--- src/design/prm_params.svh ---
// Constants of the pulse-rate meter front-panel block
`ifndef PRM_PARAMS_SVH
`define PRM_PARAMS_SVH
`define PRM_CLK_HZ          10000000
`define PRM_MS_CYC(ms)      ((ms) * (`PRM_CLK_HZ / 1000))
`define PRM_INIT_HOLD_MS    3000
`define PRM_RET_HOLD_MS     1000
`define PRM_RESTORE_HOLD_MS 3000
`define PRM_GATE_MS         1000
`define PRM_BLINK_MS        500
`define PRM_RANGE_SLOW_HZ   30
`define PRM_RANGE_FAST_HZ   5000
`define PRM_FILT_CYC(hz)    (`PRM_CLK_HZ / (4 * (hz)))
`define PRM_FRAC_BITS       16
`define PRM_DIV_STEPS       6'h21
`define PRM_HALF_LSB        49'h0_0000_0000_8000
`define PRM_DISP_MAX        33'h0_0001_869F
`define PRM_DISP_NEG_MAX    33'h0_0000_4E1F
`define PRM_DEF_SCALE_IN    17'h0_0001
`define PRM_DEF_SCALE_DISP  18'h0_0001
`define PRM_A_CTRL          8'h00
`define PRM_A_CFG           8'h04
`define PRM_A_SCALE_IN      8'h08
`define PRM_A_SCALE_DISP    8'h0C
`define PRM_A_SETPT1        8'h10
`define PRM_A_SETPT2        8'h14
`define PRM_A_ADV_A         8'h18
`define PRM_A_ADV_B         8'h1C
`define PRM_A_STATUS        8'h20
`define PRM_A_DISPLAY       8'h24
`define PRM_A_FREQ          8'h28
`define PRM_A_FACTOR        8'h2C
`define PRM_CTRL_LOCK       0
`define PRM_CFG_RANGE       0
`define PRM_CFG_DP          3:1
`define PRM_ADVA_AVG        3:0
`define PRM_ADVA_HYS        11:4
`define PRM_ADVA_AZERO      19:12
`define PRM_ADVA_STCOMP     27:20
`define PRM_ADVB_COLOUR     1:0
`define PRM_ADVB_ARET       9:2
`define PRM_ADVB_PTIME      17:10
`define PRM_RESP_OKAY       2'h0
`define PRM_RESP_SLVERR     2'h2
`define PRM_RESP_DECERR     2'h3
`endif

--- src/design/prm_pkg.sv ---
// Types shared by the pulse-rate meter front-panel block
`include "prm_params.svh"
package prm_pkg;
  typedef enum logic [3:0] {
    PRM_OPER = 4'h1,
    PRM_INIT = 4'h2,
    PRM_ADV  = 4'h4,
    PRM_MERR = 4'h8
  } prm_level_e;

  typedef struct packed {
    logic              lock;
    logic              range_fast;
    logic [2:0]        dp;
    logic [16:0]       scale_in;
    logic signed [17:0] scale_disp;
    logic signed [17:0] setpt1;
    logic signed [17:0] setpt2;
    logic [3:0]        avg_cnt;
    logic [7:0]        hyst;
    logic [7:0]        azero;
    logic [7:0]        stcomp;
    logic [1:0]        colour;
    logic [7:0]        aret;
    logic [7:0]        ptime;
  } prm_cfg_s;

  localparam prm_cfg_s PRM_CFG_DEF = '{
    scale_in:   `PRM_DEF_SCALE_IN,
    scale_disp: `PRM_DEF_SCALE_DISP,
    default:    '0
  };

  typedef struct packed {
    logic        awvalid;
    logic [7:0]  awaddr;
    logic        wvalid;
    logic [31:0] wdata;
    logic [3:0]  wstrb;
    logic        bready;
    logic        arvalid;
    logic [7:0]  araddr;
    logic        rready;
  } prm_axi_req_s;

  typedef struct packed {
    logic        awready;
    logic        wready;
    logic        bvalid;
    logic [1:0]  bresp;
    logic        arready;
    logic        rvalid;
    logic [31:0] rdata;
    logic [1:0]  rresp;
  } prm_axi_rsp_s;

  typedef struct packed {
    logic signed [17:0] value;
    logic [2:0]         dp;
    logic               blank;
    logic               err;
    logic               over;
    logic               under;
  } prm_disp_s;
endpackage

--- src/design/prm_div.sv ---
// Restoring divider that turns the scaling pair into a prescale factor
`timescale 1ns/1ns
`include "prm_params.svh"
module prm_div
  import prm_pkg::*;
(
  input  wire logic        aclk,
  input  wire logic        aresetn,
  input  wire logic        ce,
  input  wire logic        start,
  input  wire logic [16:0] num,
  input  wire logic [16:0] den,
  output logic             busy,
  output logic             done,
  output logic [32:0]      quo
);
  typedef struct packed {
    logic        busy;
    logic        done;
    logic [5:0]  cnt;
    logic [17:0] rem;
    logic [32:0] qs;
    logic [16:0] den;
  } prm_div_st_s;

  prm_div_st_s s_q;
  prm_div_st_s s_d;
  logic [17:0] rem_sh;
  logic [32:0] q_sh;

  always_comb
  begin
    s_d = s_q;
    s_d.done = 1'b0;
    rem_sh = {s_q.rem[16:0], s_q.qs[32]};
    q_sh = {s_q.qs[31:0], 1'b0};
    if (start && !s_q.busy)
    begin
      // Fractional bits keep rounding error small
      s_d.busy = 1'b1;
      s_d.cnt = `PRM_DIV_STEPS;
      s_d.rem = '0;
      s_d.qs = {num, 16'h0000};
      s_d.den = den;
    end
    else if (s_q.busy)
    begin
      if (rem_sh >= {1'b0, s_q.den})
      begin
        rem_sh = rem_sh - {1'b0, s_q.den};
        q_sh[0] = 1'b1;
      end
      s_d.rem = rem_sh;
      s_d.qs = q_sh;
      s_d.cnt = s_q.cnt - 6'h01;
      if (s_q.cnt == 6'h01)
      begin
        s_d.busy = 1'b0;
        s_d.done = 1'b1;
      end
    end
  end

  always_ff @(posedge aclk)
  begin
    if (!aresetn)
      s_q <= '0;
    else if (ce)
      s_q <= s_d;
  end

  assign busy = s_q.busy;
  assign done = s_q.done;
  assign quo  = s_q.qs;
endmodule

--- src/design/prm_freq.sv ---
// Pulse input filter and one-second gate frequency counter
`timescale 1ns/1ns
`include "prm_params.svh"
module prm_freq
  import prm_pkg::*;
#(
  parameter int unsigned GATE_CYC      = `PRM_MS_CYC(`PRM_GATE_MS),
  parameter int unsigned FILT_SLOW_CYC = `PRM_FILT_CYC(`PRM_RANGE_SLOW_HZ)
)(
  input  wire logic        aclk,
  input  wire logic        aresetn,
  input  wire logic        ce,
  input  wire logic        en,
  input  wire logic        range_fast,
  input  wire logic        pulse_in,
  output logic [15:0]      freq,
  output logic             fvalid
);
  typedef struct packed {
    logic        raw;
    logic        lvl;
    logic [16:0] stab;
    logic [23:0] gate;
    logic [15:0] edges;
    logic [15:0] freq;
    logic        vld;
  } prm_freq_st_s;

  prm_freq_st_s s_q;
  prm_freq_st_s s_d;
  logic [16:0]  filt;
  logic [15:0]  edges_nx;

  always_comb
  begin
    s_d = s_q;
    s_d.vld = 1'b0;
    s_d.raw = pulse_in;
    // Longer filter on the slow range rejects contact bounce
    filt = range_fast ? 17'(`PRM_FILT_CYC(`PRM_RANGE_FAST_HZ))
                      : 17'(FILT_SLOW_CYC);
    if (pulse_in != s_q.raw)
      s_d.stab = '0;
    else if (s_q.stab < filt)
      s_d.stab = s_q.stab + 17'h0_0001;
    edges_nx = s_q.edges;
    if (s_q.stab >= filt && s_q.raw != s_q.lvl)
    begin
      s_d.lvl = s_q.raw;
      if (s_q.raw && s_q.edges != 16'hFFFF)
        edges_nx = s_q.edges + 16'h0001;
    end
    if (!en)
    begin
      s_d.gate = '0;
      s_d.edges = '0;
    end
    else if (s_q.gate == 24'(GATE_CYC - 1))
    begin
      s_d.gate = '0;
      s_d.freq = edges_nx;
      s_d.edges = '0;
      s_d.vld = 1'b1;
    end
    else
    begin
      s_d.gate = s_q.gate + 24'h00_0001;
      s_d.edges = edges_nx;
    end
  end

  always_ff @(posedge aclk)
  begin
    if (!aresetn)
      s_q <= '0;
    else if (ce)
      s_q <= s_d;
  end

  assign freq   = s_q.freq;
  assign fvalid = s_q.vld;
endmodule

--- src/design/prm_top.sv ---
// Pulse-rate meter front panel: levels, scaling, display, registers
//
// Local design decisions: the register addresses and the AXI4-Lite interface to the registers.
`timescale 1ns/1ns
`include "prm_params.svh"
module prm_top
  import prm_pkg::*;
#(
  parameter int unsigned HOLD_INIT_CYC    = `PRM_MS_CYC(`PRM_INIT_HOLD_MS),
  parameter int unsigned HOLD_RET_CYC     = `PRM_MS_CYC(`PRM_RET_HOLD_MS),
  parameter int unsigned HOLD_RESTORE_CYC = `PRM_MS_CYC(`PRM_RESTORE_HOLD_MS),
  parameter int unsigned GATE_CYC         = `PRM_MS_CYC(`PRM_GATE_MS),
  parameter int unsigned BLINK_CYC        = `PRM_MS_CYC(`PRM_BLINK_MS),
  parameter int unsigned FILT_SLOW_CYC    = `PRM_FILT_CYC(`PRM_RANGE_SLOW_HZ)
)(
  input  wire logic         aclk,
  input  wire logic         aresetn,
  input  wire logic         ce,
  input  wire prm_axi_req_s axi_req,
  output prm_axi_rsp_s      axi_rsp,
  input  wire logic         level_key,
  input  wire logic         adv_key,
  input  wire logic         nvm_err,
  input  wire logic         pulse_in,
  output prm_disp_s         disp,
  output prm_level_e        level,
  output logic              measuring
);
  typedef struct packed {
    logic         aw_got;
    logic [7:0]   aw_addr;
    logic         w_got;
    logic [31:0]  wdata;
    logic [3:0]   wstrb;
    prm_axi_rsp_s rsp;
    prm_cfg_s     cfg;
    prm_level_e   lvl;
    logic [24:0]  hold_cnt;
    logic         hold_fired;
    logic         adv_q;
    logic         calc_req;
    logic [32:0]  factor;
    logic         fsign;
    prm_disp_s    disp;
    logic [22:0]  blink_cnt;
    logic         blink;
    logic         meas;
  } prm_top_st_s;

  localparam prm_top_st_s ST_RST = '{
    cfg:      PRM_CFG_DEF,
    lvl:      PRM_OPER,
    calc_req: 1'b1,
    meas:     1'b1,
    default:  '0
  };

  prm_top_st_s s_q;
  prm_top_st_s s_d;
  logic [31:0] wmask;
  logic [31:0] wval;
  logic [32:0] rd_hit;
  logic [24:0] hold_nx;
  logic        unlocked;
  logic        div_start;
  logic        div_busy;
  logic        div_done;
  logic [32:0] div_quo;
  logic [15:0] fq;
  logic        fq_vld;
  logic [48:0] prod;
  logic [32:0] mag;
  logic        over;
  logic        under;

  genvar g;
  generate
    for (g = 0; g < 4; g++)
    begin : g_mask
      assign wmask[g*8 +: 8] = {8{s_q.wstrb[g]}};
    end
  endgenerate

  // Top bit flags a mapped address; low word is the readback
  function automatic logic [32:0] rd_word(input logic [7:0] a,
                                          input prm_top_st_s st,
                                          input logic [15:0] f);
    logic [32:0] r;
    r = '0;
    case (a)
      `PRM_A_CTRL:       r = {1'b1, 31'h0, st.cfg.lock};
      `PRM_A_CFG:        r = {1'b1, 28'h0, st.cfg.dp, st.cfg.range_fast};
      `PRM_A_SCALE_IN:   r = {1'b1, 15'h0, st.cfg.scale_in};
      `PRM_A_SCALE_DISP: r = {1'b1, 32'(st.cfg.scale_disp)};
      `PRM_A_SETPT1:     r = {1'b1, 32'(st.cfg.setpt1)};
      `PRM_A_SETPT2:     r = {1'b1, 32'(st.cfg.setpt2)};
      `PRM_A_ADV_A:      r = {1'b1, 4'h0, st.cfg.stcomp, st.cfg.azero,
                              st.cfg.hyst, st.cfg.avg_cnt};
      `PRM_A_ADV_B:      r = {1'b1, 14'h0, st.cfg.ptime, st.cfg.aret,
                              st.cfg.colour};
      `PRM_A_STATUS:     r = {1'b1, 23'h0, st.calc_req, st.disp.under,
                              st.disp.over, st.disp.err, st.meas,
                              st.lvl};
      `PRM_A_DISPLAY:    r = {1'b1, 32'(st.disp.value)};
      `PRM_A_FREQ:       r = {1'b1, 16'h0, f};
      `PRM_A_FACTOR:     r = {1'b1, st.factor[31:0]};
      default:           r = '0;
    endcase
    return r;
  endfunction

  always_comb
  begin
    s_d = s_q;
    rd_hit = '0;
    wval = '0;
    unlocked = !s_q.cfg.lock;
    div_start = s_q.calc_req && !div_busy;
    prod = '0;
    mag = '0;
    over = 1'b0;
    under = 1'b0;

    // Factor recompute; a new scaling write re-arms the request
    if (div_start)
    begin
      s_d.calc_req = 1'b0;
      s_d.fsign = s_q.cfg.scale_disp[17];
    end
    if (div_done)
      s_d.factor = div_quo;

    // Write channel: address and data taken in either order
    if (axi_req.awvalid && s_q.rsp.awready)
    begin
      s_d.aw_got = 1'b1;
      s_d.aw_addr = axi_req.awaddr;
    end
    if (axi_req.wvalid && s_q.rsp.wready)
    begin
      s_d.w_got = 1'b1;
      s_d.wdata = axi_req.wdata;
      s_d.wstrb = axi_req.wstrb;
    end
    if (s_q.rsp.bvalid && axi_req.bready)
      s_d.rsp.bvalid = 1'b0;
    if (s_q.aw_got && s_q.w_got && !s_q.rsp.bvalid)
    begin
      s_d.aw_got = 1'b0;
      s_d.w_got = 1'b0;
      s_d.rsp.bvalid = 1'b1;
      s_d.rsp.bresp = `PRM_RESP_SLVERR;
      rd_hit = rd_word(s_q.aw_addr, s_q, fq);
      wval = (rd_hit[31:0] & ~wmask) | (s_q.wdata & wmask);
      case (s_q.aw_addr)
        `PRM_A_CTRL:
        begin
          // Protect-level lock bit is never itself locked
          s_d.cfg.lock = wval[`PRM_CTRL_LOCK];
          s_d.rsp.bresp = `PRM_RESP_OKAY;
        end
        `PRM_A_CFG:
          if (unlocked && s_q.lvl == PRM_INIT)
          begin
            s_d.cfg.range_fast = wval[`PRM_CFG_RANGE];
            s_d.cfg.dp = wval[`PRM_CFG_DP];
            s_d.rsp.bresp = `PRM_RESP_OKAY;
          end
        `PRM_A_SCALE_IN:
          if (unlocked && s_q.lvl == PRM_INIT && wval[16:0] != '0)
          begin
            s_d.cfg.scale_in = wval[16:0];
            s_d.calc_req = 1'b1;
            s_d.rsp.bresp = `PRM_RESP_OKAY;
          end
        `PRM_A_SCALE_DISP:
          if (unlocked && s_q.lvl == PRM_INIT)
          begin
            s_d.cfg.scale_disp = wval[17:0];
            s_d.calc_req = 1'b1;
            s_d.rsp.bresp = `PRM_RESP_OKAY;
          end
        `PRM_A_SETPT1:
          if (unlocked && s_q.lvl == PRM_OPER)
          begin
            s_d.cfg.setpt1 = wval[17:0];
            s_d.rsp.bresp = `PRM_RESP_OKAY;
          end
        `PRM_A_SETPT2:
          if (unlocked && s_q.lvl == PRM_OPER)
          begin
            s_d.cfg.setpt2 = wval[17:0];
            s_d.rsp.bresp = `PRM_RESP_OKAY;
          end
        `PRM_A_ADV_A:
          if (unlocked && s_q.lvl == PRM_ADV)
          begin
            s_d.cfg.avg_cnt = wval[`PRM_ADVA_AVG];
            s_d.cfg.hyst = wval[`PRM_ADVA_HYS];
            s_d.cfg.azero = wval[`PRM_ADVA_AZERO];
            s_d.cfg.stcomp = wval[`PRM_ADVA_STCOMP];
            s_d.rsp.bresp = `PRM_RESP_OKAY;
          end
        `PRM_A_ADV_B:
          if (unlocked && s_q.lvl == PRM_ADV)
          begin
            s_d.cfg.colour = wval[`PRM_ADVB_COLOUR];
            s_d.cfg.aret = wval[`PRM_ADVB_ARET];
            s_d.cfg.ptime = wval[`PRM_ADVB_PTIME];
            s_d.rsp.bresp = `PRM_RESP_OKAY;
          end
        default:
          if (!rd_hit[32])
            s_d.rsp.bresp = `PRM_RESP_DECERR;
      endcase
    end

    // Read channel: one read in flight
    if (s_q.rsp.rvalid && axi_req.rready)
      s_d.rsp.rvalid = 1'b0;
    if (axi_req.arvalid && s_q.rsp.arready)
    begin
      rd_hit = rd_word(axi_req.araddr, s_q, fq);
      s_d.rsp.rvalid = 1'b1;
      s_d.rsp.rdata = rd_hit[31:0];
      s_d.rsp.rresp = rd_hit[32] ? `PRM_RESP_OKAY : `PRM_RESP_DECERR;
    end

    // Level key hold timer; fires once per press
    if (level_key)
    begin
      if (s_q.hold_cnt != '1)
        s_d.hold_cnt = s_q.hold_cnt + 25'h000_0001;
    end
    else
    begin
      s_d.hold_cnt = '0;
      s_d.hold_fired = 1'b0;
    end
    hold_nx = s_d.hold_cnt;
    s_d.adv_q = adv_key;

    case (s_q.lvl)
      PRM_OPER:
        if (!s_q.hold_fired && hold_nx == 25'(HOLD_INIT_CYC))
        begin
          s_d.lvl = PRM_INIT;
          s_d.hold_fired = 1'b1;
        end
      PRM_INIT, PRM_ADV:
        if (!s_q.hold_fired && hold_nx == 25'(HOLD_RET_CYC + 1))
        begin
          s_d.lvl = PRM_OPER;
          s_d.hold_fired = 1'b1;
        end
        else if (adv_key && !s_q.adv_q)
          s_d.lvl = (s_q.lvl == PRM_INIT) ? PRM_ADV : PRM_INIT;
      PRM_MERR:
        if (!s_q.hold_fired && hold_nx == 25'(HOLD_RESTORE_CYC))
        begin
          // Restore beats any bus write landing in the same cycle
          s_d.cfg = PRM_CFG_DEF;
          s_d.calc_req = 1'b1;
          s_d.lvl = PRM_OPER;
          s_d.hold_fired = 1'b1;
        end
      default:
        s_d.lvl = PRM_OPER;
    endcase
    // A live error keeps the error level; detection wins over restore
    if (nvm_err)
      s_d.lvl = PRM_MERR;
    s_d.meas = (s_d.lvl == PRM_OPER);

    // Scaling of each gated frequency sample
    prod = 49'(fq) * 49'(s_q.factor) + `PRM_HALF_LSB;
    mag = prod[48:16];
    if (fq_vld)
    begin
      over = !s_q.fsign && mag > `PRM_DISP_MAX;
      under = s_q.fsign && mag > `PRM_DISP_NEG_MAX;
      s_d.disp.over = over;
      s_d.disp.under = under;
      if (over)
        s_d.disp.value = 18'(`PRM_DISP_MAX);
      else if (under)
        s_d.disp.value = -$signed(18'(`PRM_DISP_NEG_MAX));
      else if (s_q.fsign)
        s_d.disp.value = -$signed(mag[17:0]);
      else
        s_d.disp.value = mag[17:0];
    end

    // Flash timer; limited values blink at a fixed rate
    if (s_q.blink_cnt == 23'(BLINK_CYC - 1))
    begin
      s_d.blink_cnt = '0;
      s_d.blink = !s_q.blink;
    end
    else
      s_d.blink_cnt = s_q.blink_cnt + 23'h00_0001;
    s_d.disp.blank = (s_d.disp.over || s_d.disp.under) && s_d.blink;
    s_d.disp.dp = s_d.cfg.dp;
    s_d.disp.err = (s_d.lvl == PRM_MERR);

    s_d.rsp.awready = !s_d.aw_got && !s_d.rsp.bvalid;
    s_d.rsp.wready = !s_d.w_got && !s_d.rsp.bvalid;
    s_d.rsp.arready = !s_d.rsp.rvalid;
  end

  always_ff @(posedge aclk)
  begin
    if (!aresetn)
      s_q <= ST_RST;
    else if (ce)
      s_q <= s_d;
  end

  prm_div u_div (
    .aclk    (aclk),
    .aresetn (aresetn),
    .ce      (ce),
    .start   (div_start),
    .num     (s_q.cfg.scale_disp[17] ? 17'(-s_q.cfg.scale_disp)
                                     : s_q.cfg.scale_disp[16:0]),
    .den     (s_q.cfg.scale_in),
    .busy    (div_busy),
    .done    (div_done),
    .quo     (div_quo)
  );

  prm_freq #(
    .GATE_CYC      (GATE_CYC),
    .FILT_SLOW_CYC (FILT_SLOW_CYC)
  ) u_freq (
    .aclk       (aclk),
    .aresetn    (aresetn),
    .ce         (ce),
    .en         (s_q.meas),
    .range_fast (s_q.cfg.range_fast),
    .pulse_in   (pulse_in),
    .freq       (fq),
    .fvalid     (fq_vld)
  );

  assign axi_rsp   = s_q.rsp;
  assign disp      = s_q.disp;
  assign level     = s_q.lvl;
  assign measuring = s_q.meas;
endmodule

--- config.mk ---
export PLATFORM = sky130hd
export DESIGN_NAME = prm_top
export DESIGN_NICKNAME = d
export VERILOG_FILES = /design/src/design/prm_pkg.sv /design/src/design/prm_div.sv /design/src/design/prm_freq.sv /design/src/design/prm_top.sv
export VERILOG_INCLUDE_DIRS = /design/src /design/src/design
export SDC_FILE = /design/constraint.sdc
export NUM_CORES = 2
export LEC_CHECK = 0
export ABC_AREA = 1
export BUFFER_PORTS_ARGS = -buffer_cell sky130_fd_sc_hd__buf_2
export CORE_MARGIN = 1.5
export CORE_UTILIZATION = 25
export DETAILED_ROUTE_END_ITERATION = 12
export PLACE_DENSITY = 0.47
export SYNTH_ARGS = -nofsm -noshare
export SYNTH_HDL_FRONTEND = slang
export SYNTH_SLANG_ARGS = --single-unit
--- constraint.sdc ---
create_clock -name aclk -period 7.6 [get_ports aclk]
set_input_delay 0.76 -clock aclk [delete_from_list [all_inputs] [get_ports aclk]]
set_output_delay 0.76 -clock aclk [all_outputs]
set_load 0.1 [all_outputs]
; ---- Word-level counts from Yosys, hierarchy flattened
; Index checks and enable logic that the tools add are counted.
[totals]
ff_bits = 473
input_bits = 64
output_inout_bits = 71
[classes]
n_addsub = 10
mul = 1
order_cmp = 5
eq_ne = 37
mux = 79
n_bitwise = 4
n_reduce_logical = 57
[ops]
columns = operator, n
row1 = 33-bit case mux with 12 select lines, 2
row2 = 122-bit two-way mux, 2
row3 = 18-bit two-way mux, 12
row4 = 126-bit two-way mux, 1
row5 = 17-bit two-way mux, 6
row6 = 40-bit two-way mux, 2
row7 = 33-bit two-way mux, 2
row8 = "8-bit by 5-bit == test with 1-bit output, second input constant", 8
row9 = "8-bit by 6-bit == test with 1-bit output, second input constant", 8
row10 = 59-bit two-way mux, 1
row11 = 57-bit two-way mux, 1
row12 = 28-bit AND, 2
row13 = 28-bit two-way mux, 2
row14 = 25-bit two-way mux, 2
row15 = "49-bit by 16-bit adder with 49-bit output, second input constant", 1
row16 = 16-bit by 33-bit multiplier with 49-bit output, 1
row17 = 37-bit two-way mux, 1
row18 = 35-bit two-way mux, 1
row19 = "33-bit by 15-bit > comparator with 1-bit output, second input constant", 1
row20 = "33-bit by 17-bit > comparator with 1-bit output, second input constant", 1
row21 = "8-bit by 4-bit == test with 1-bit output, second input constant", 4
row22 = 16-bit two-way mux, 2
row23 = 28-bit inverter, 1
row24 = 28-bit OR, 1
row25 = other kinds (43), 128

; ---- Depth between registers and ports, before layout
[depth]
ltp_word = 14
depth_mapped = 43

; ---- By module
; Synthesis repeated with hierarchy kept, for this count alone.
[unflattened]
hier_cells = 6947
hier_area_um2 = 46853.7
[modules_own_cells]
columns = mod, n_inst, cells_each, area_each_um2, seq_area_each_um2
row1 = prm_top, 1, 5594, 37547.3, 6346.1
row2 = prm_freq, 1, 693, 4824.6, 1521.5
row3 = prm_div, 1, 660, 4481.8, 1501.4

; ---- Worst setup path after synthesis
; OpenSTA, ideal clock, no wires.
[synth_path]
path_type = register to register
start = register u_freq.s_q, in the netlist u_freq.freq[9]
end = register s_q, in the netlist disp[21]
t_arrival_ns = 6.393
required_time_ns = 7.468
path_slack_ns = 1.075
path_stages_with_launch = 32
n_path_buf = 2
synth_period_minus_slack_ns = 6.525
path_cell_list = dfxtp_1 clkbuf_1 clkbuf_1 nand2_1 fa_1 inv_1 fa_1 inv_1 fa_1 inv_1 fa_1 fa_1 inv_1 fa_1 inv_1 ha_1 nand2_1 inv_1 nand2_1 nand2_1 a21oi_1 nand2_2 xnor2_1 ha_1 nand3_1 o21ai_2 nand2_1 a21oi_2 o21ai_0 xor2_1 nand2_1 a21oi_1
[synth_via]
elab_chain_len = 6
[synth_lines]
columns = item, line
row1 = start: declaration, prm_freq.sv:29  ; prm_freq_st_s s_q;
row2 = start signal: assignment, prm_freq.sv:75  ; s_q <= '0;
row3 = start signal: assignment, prm_freq.sv:77  ; s_q <= s_d;
row4 = 16-bit by 33-bit multiplier with 49-bit output *, prm_top.sv:276  ; prod = 49'(fq) * 49'(s_q.factor) + `PRM_HALF_LSB;
row5 = 49-bit by 16-bit adder with 49-bit output (no line) *, --
row6 = 33-bit by 15-bit > comparator with 1-bit output (no line) / 18-bit negator (equally long branches), --
row7 = 1-bit logical AND (no line) / 18-bit two-way mux (equally long branches), --
row8 = 18-bit two-way mux, prm_top.sv:286  ; else if (under)
row9 = 18-bit two-way mux *, prm_top.sv:284  ; if (over)
row10 = end signal: assignment, prm_top.sv:314  ; s_q <= ST_RST;
row11 = end signal: assignment, prm_top.sv:316  ; s_q <= s_d;
row12 = end: declaration, prm_top.sv:58  ; prm_top_st_s s_q;
; Mark *: on every way between the ends. The rest lies on a longest branch, timed or not.
; A chain may end at the register's enable or synchronous reset.

; ---- Worst setup path in the final report
[layout_path]
start = register s_q[56] in the netlist's numbering
end = register s_q, in the netlist disp[10]
[layout_via]
elab_chain_len = 6
[layout_lines]
columns = item, line
row1 = 16-bit by 33-bit multiplier with 49-bit output *, prm_top.sv:276
row2 = 49-bit by 16-bit adder with 49-bit output (no line) *, --
row3 = 33-bit by 15-bit > comparator with 1-bit output (no line) / 18-bit negator (equally long branches), --
row4 = 1-bit logical AND (no line) / 18-bit two-way mux (equally long branches), --
row5 = 18-bit two-way mux, prm_top.sv:286
row6 = 18-bit two-way mux *, prm_top.sv:284
; Marks and branches as above.

==> flow_summary.ini <==
[timing]
clock-skew-final_ns = 0.0196
min_period_ns = 7.09
tightest_slew_ns = 1.18
final-max-slew-violation-count = 0
slew_headroom = 0.193
max_freq_mhz = 141
fin_crit_sh = 0.933
rsz0062_at_grt = no
hold_viol = 0
finalSetupTns_ns = 0
hold_slack_ns = 0.387
setup_violations = 0

[drt]
vias = 41800
antenna_left = 0
routed_wirelength_um = 163000
viasPerCell = 4.66
drcViolationCount = 0
first_pass_iters = 7
drt-initial-drc-count = 2982
wl_per_cell_um = 18.2

[synthesis]
yosysWarningCount = 0
syn_area_mm2 = 0.0455
synthTopCellsByCount = nand2_1 (1684), inv_1 (1410), a21oi_1 (509)
ys_types = 71
synthFlopType = dfxtp_1
synthCells = 6622
ys_seq_elements = 468
yosysTopAreaCellShare = 0.206
synth_area_leaders = dfxtp_1 (21%), fa_1 (19%), nand2_1 (14%)
synth_nets = 7299
yosys.area.top_type = dfxtp_1
synth.avg_cell_area_um2 = 6.88
ys_seq_area_frac = 0.206
yosysMostFrequentCell = nand2_1
synth_edf_count = 0
async_flop_share = 0

[hold_path]
hold_depth = 3
worstHoldEndpoint = axi_rsp[35]$_SDFFE_PN0P_
hold_path_class = in -> reg
hold_start = axi_req[0]

[global_routing]
gr-total-overflow = 0
grt_pass1_wl_um = 251000
first_global_vias = 41300
track_usage = 0.174
antenna_found_initial = 2
grt_max_degree = 191

[final_layout]
antenna_cells = 0
final_area_mm2 = 0.0504
syn_to_final_growth_pct = 10.7
fin_util = 0.279
final_nets = 7237
drive_gt1_frac = 0.0853

[worst_setup_path]
reg2reg_depth = 30
cp_slowest_cell = dfxtp_1
r2r_start = s_q[56]$_SDFFE_PN0P_
critPathLaunchType = flip-flop
path_buf_inv = 6
worstReg2RegEnd = disp[10]$_SDFFE_PN0P_
startpoint = s_q[56]$_SDFFE_PN0P_
worstPathArrival_ns = 7.59
cp_max_fo = 9
critPathKind = reg -> reg
cp-end-kind = flip-flop
reg2reg_slack_ns = 0.51
cp_slowest_stage_delay_ns = 0.72
crit_family = adder cells
worstPathRequired_ns = 8.10

[floorplanning]
start_util = 0.252
rows = 156
die_w_um = 430
die_area_mm2 = 0.185
ios = 135
die_h_um = 430
coreArea_mm2 = 0.181

[clock_network]
clkTransAtPathRegs_ns = 0.07
numCtsBuffers = 50
cts_max_level = 2
cts_tree = done
clock-root-buffer = clkbuf_16
cts_sinks = 468
postCtsHoldBufs = 0
clock_latency_ns = 0.63
cts.path.max_buffers = 3

[placed_design]
port_buffers = 130
place_area_mm2 = 0.0487
place_congestion = 0.919
dp_hpwl_um = 127000

[pwr]
power_density_mw_per_mm2 = 114
ir_worst_vdd_mv = 0.170
leakage_nw = 23.4
total_power_mw = 5.76

[status]
run_status = completed

[flow_run]
drv_cap = 0
## power by group
group | total (mW) | internal (mW) | switching, mW
combinational | 0.600 | 0.161 | 0.439
clock | 2.60 | 1.45 | 1.16
sequential | 2.55 | 2.50 | 0.0518
## metal layers
metal	share of wire	track usage	vias to the layer above
met5	0.000080	0	-
met4	0.036	0.0573	2
met3	0.037	0.0118	226
met2	0.49	0.306	1037
met1	0.44	0.226	20300
li1	-	-	20300
## state kept, by name, summed over array words and instances (netlist names)
signal and flops:
measuring 1, s_q 247, u_div.done 1, level 4
disp 25, u_div.s_q 40, u_freq.freq 16, u_div.quo 33
axi_rsp 40, u_freq.fvalid 1, u_freq.s_q 59, u_div.busy 1
## kinds of logic (layout without fill, tap and decap cells)
| family | after synthesis | after routing | synth area share |
|---|---|---|---|
| fa+ha+maj | 613 | 613 | 0.240 |
| mux | 2 | 2 | 0.000989 |
| xor+xnor | 72 | 72 | 0.0139 |
| flops | 468 | 468 | 0.206 |
| simple gates | 2443 | 2443 | 0.223 |
| buf+inv | 1836 | 1815 | 0.162 |
| compound gates | 1188 | 1188 | 0.155 |
## cells in the final DEF, fill, tap and decap left out, types with 51 or more instances in the layout
master | netlist | final
o21ai_0 | 292 | 291
xor2_1 | 54 | 54
buf_2 | 8 | 128
buf_4 | 80 | 119
nor3_1 | 95 | 91
nand4_1 | 64 | 64
nor2_1 | 306 | 304
a21oi_1 | 509 | 509
ha_1 | 181 | 181
inv_1 | 1410 | 1408
fa_1 | 432 | 432
clkbuf_16 | 0 | 51
nand3_1 | 178 | 176
dfxtp_1 | 468 | 458
o22ai_1 | 122 | 122
nand2_1 | 1684 | 1684
o211ai_2 | 60 | 60
## worst max-delay path by stage
| stage | endpoint | slack, ns | depth (start not counted) |
|---|---|---|---|
| final | disp[10]$_SDFFE_PN0P_ | 0.51 | 30 |
| after global routing | disp[18]$_SDFFE_PN0P_ | 0.02 | 34 |
| after CTS | disp[3]$_SDFFE_PN0P_ | 0.26 | 31 |
| after detailed placement | disp[3]$_SDFFE_PN0P_ | 0.31 | 32 |
| after global placement | disp[3]$_SDFFE_PN0P_ | 0.26 | 32 |
| after floorplan | disp[21]$_SDFFE_PN0P_ | 1.07 | 31 |
## tightest hold or removal path, stage by stage
cell and delay, ns:
buf_2 0.08, o31ai_1 0.07, nor2_1 0.07
## layout make-up
class                      instances  area [um2]
clock inverter                    25         241
clock buffer                      68        1450
inverter                        1449        5460
sequential                       468        9380
multi-input combinational       4318       28900
tap                             2370        2970
fill                           20300      130000
timing repair buffer             273        2050
## metrics by stage
| stage | instances | setup WS [ns] |
|---|---|---|
| 4_1_cts | 8971 | 0.256 |
| 5_1_grt | 8971 | 0.0169 |
| 3_3_place_gp | 8878 | 0.259 |
| 3_5_place_dp | 8878 | 0.306 |
| 2_1_floorplan | 6622 | 1.07 |
| 6_report | 8971 | 0.506 |
## repair_timing
item / 4_1_cts / 5_1_grt
setup buffers: 0 / 0
resized for setup: 0 / 12
endpoints found under the setup margin: 0 / 20
hold endpoints to repair: 0 / 0
Power figures use the tool's default switching activity.
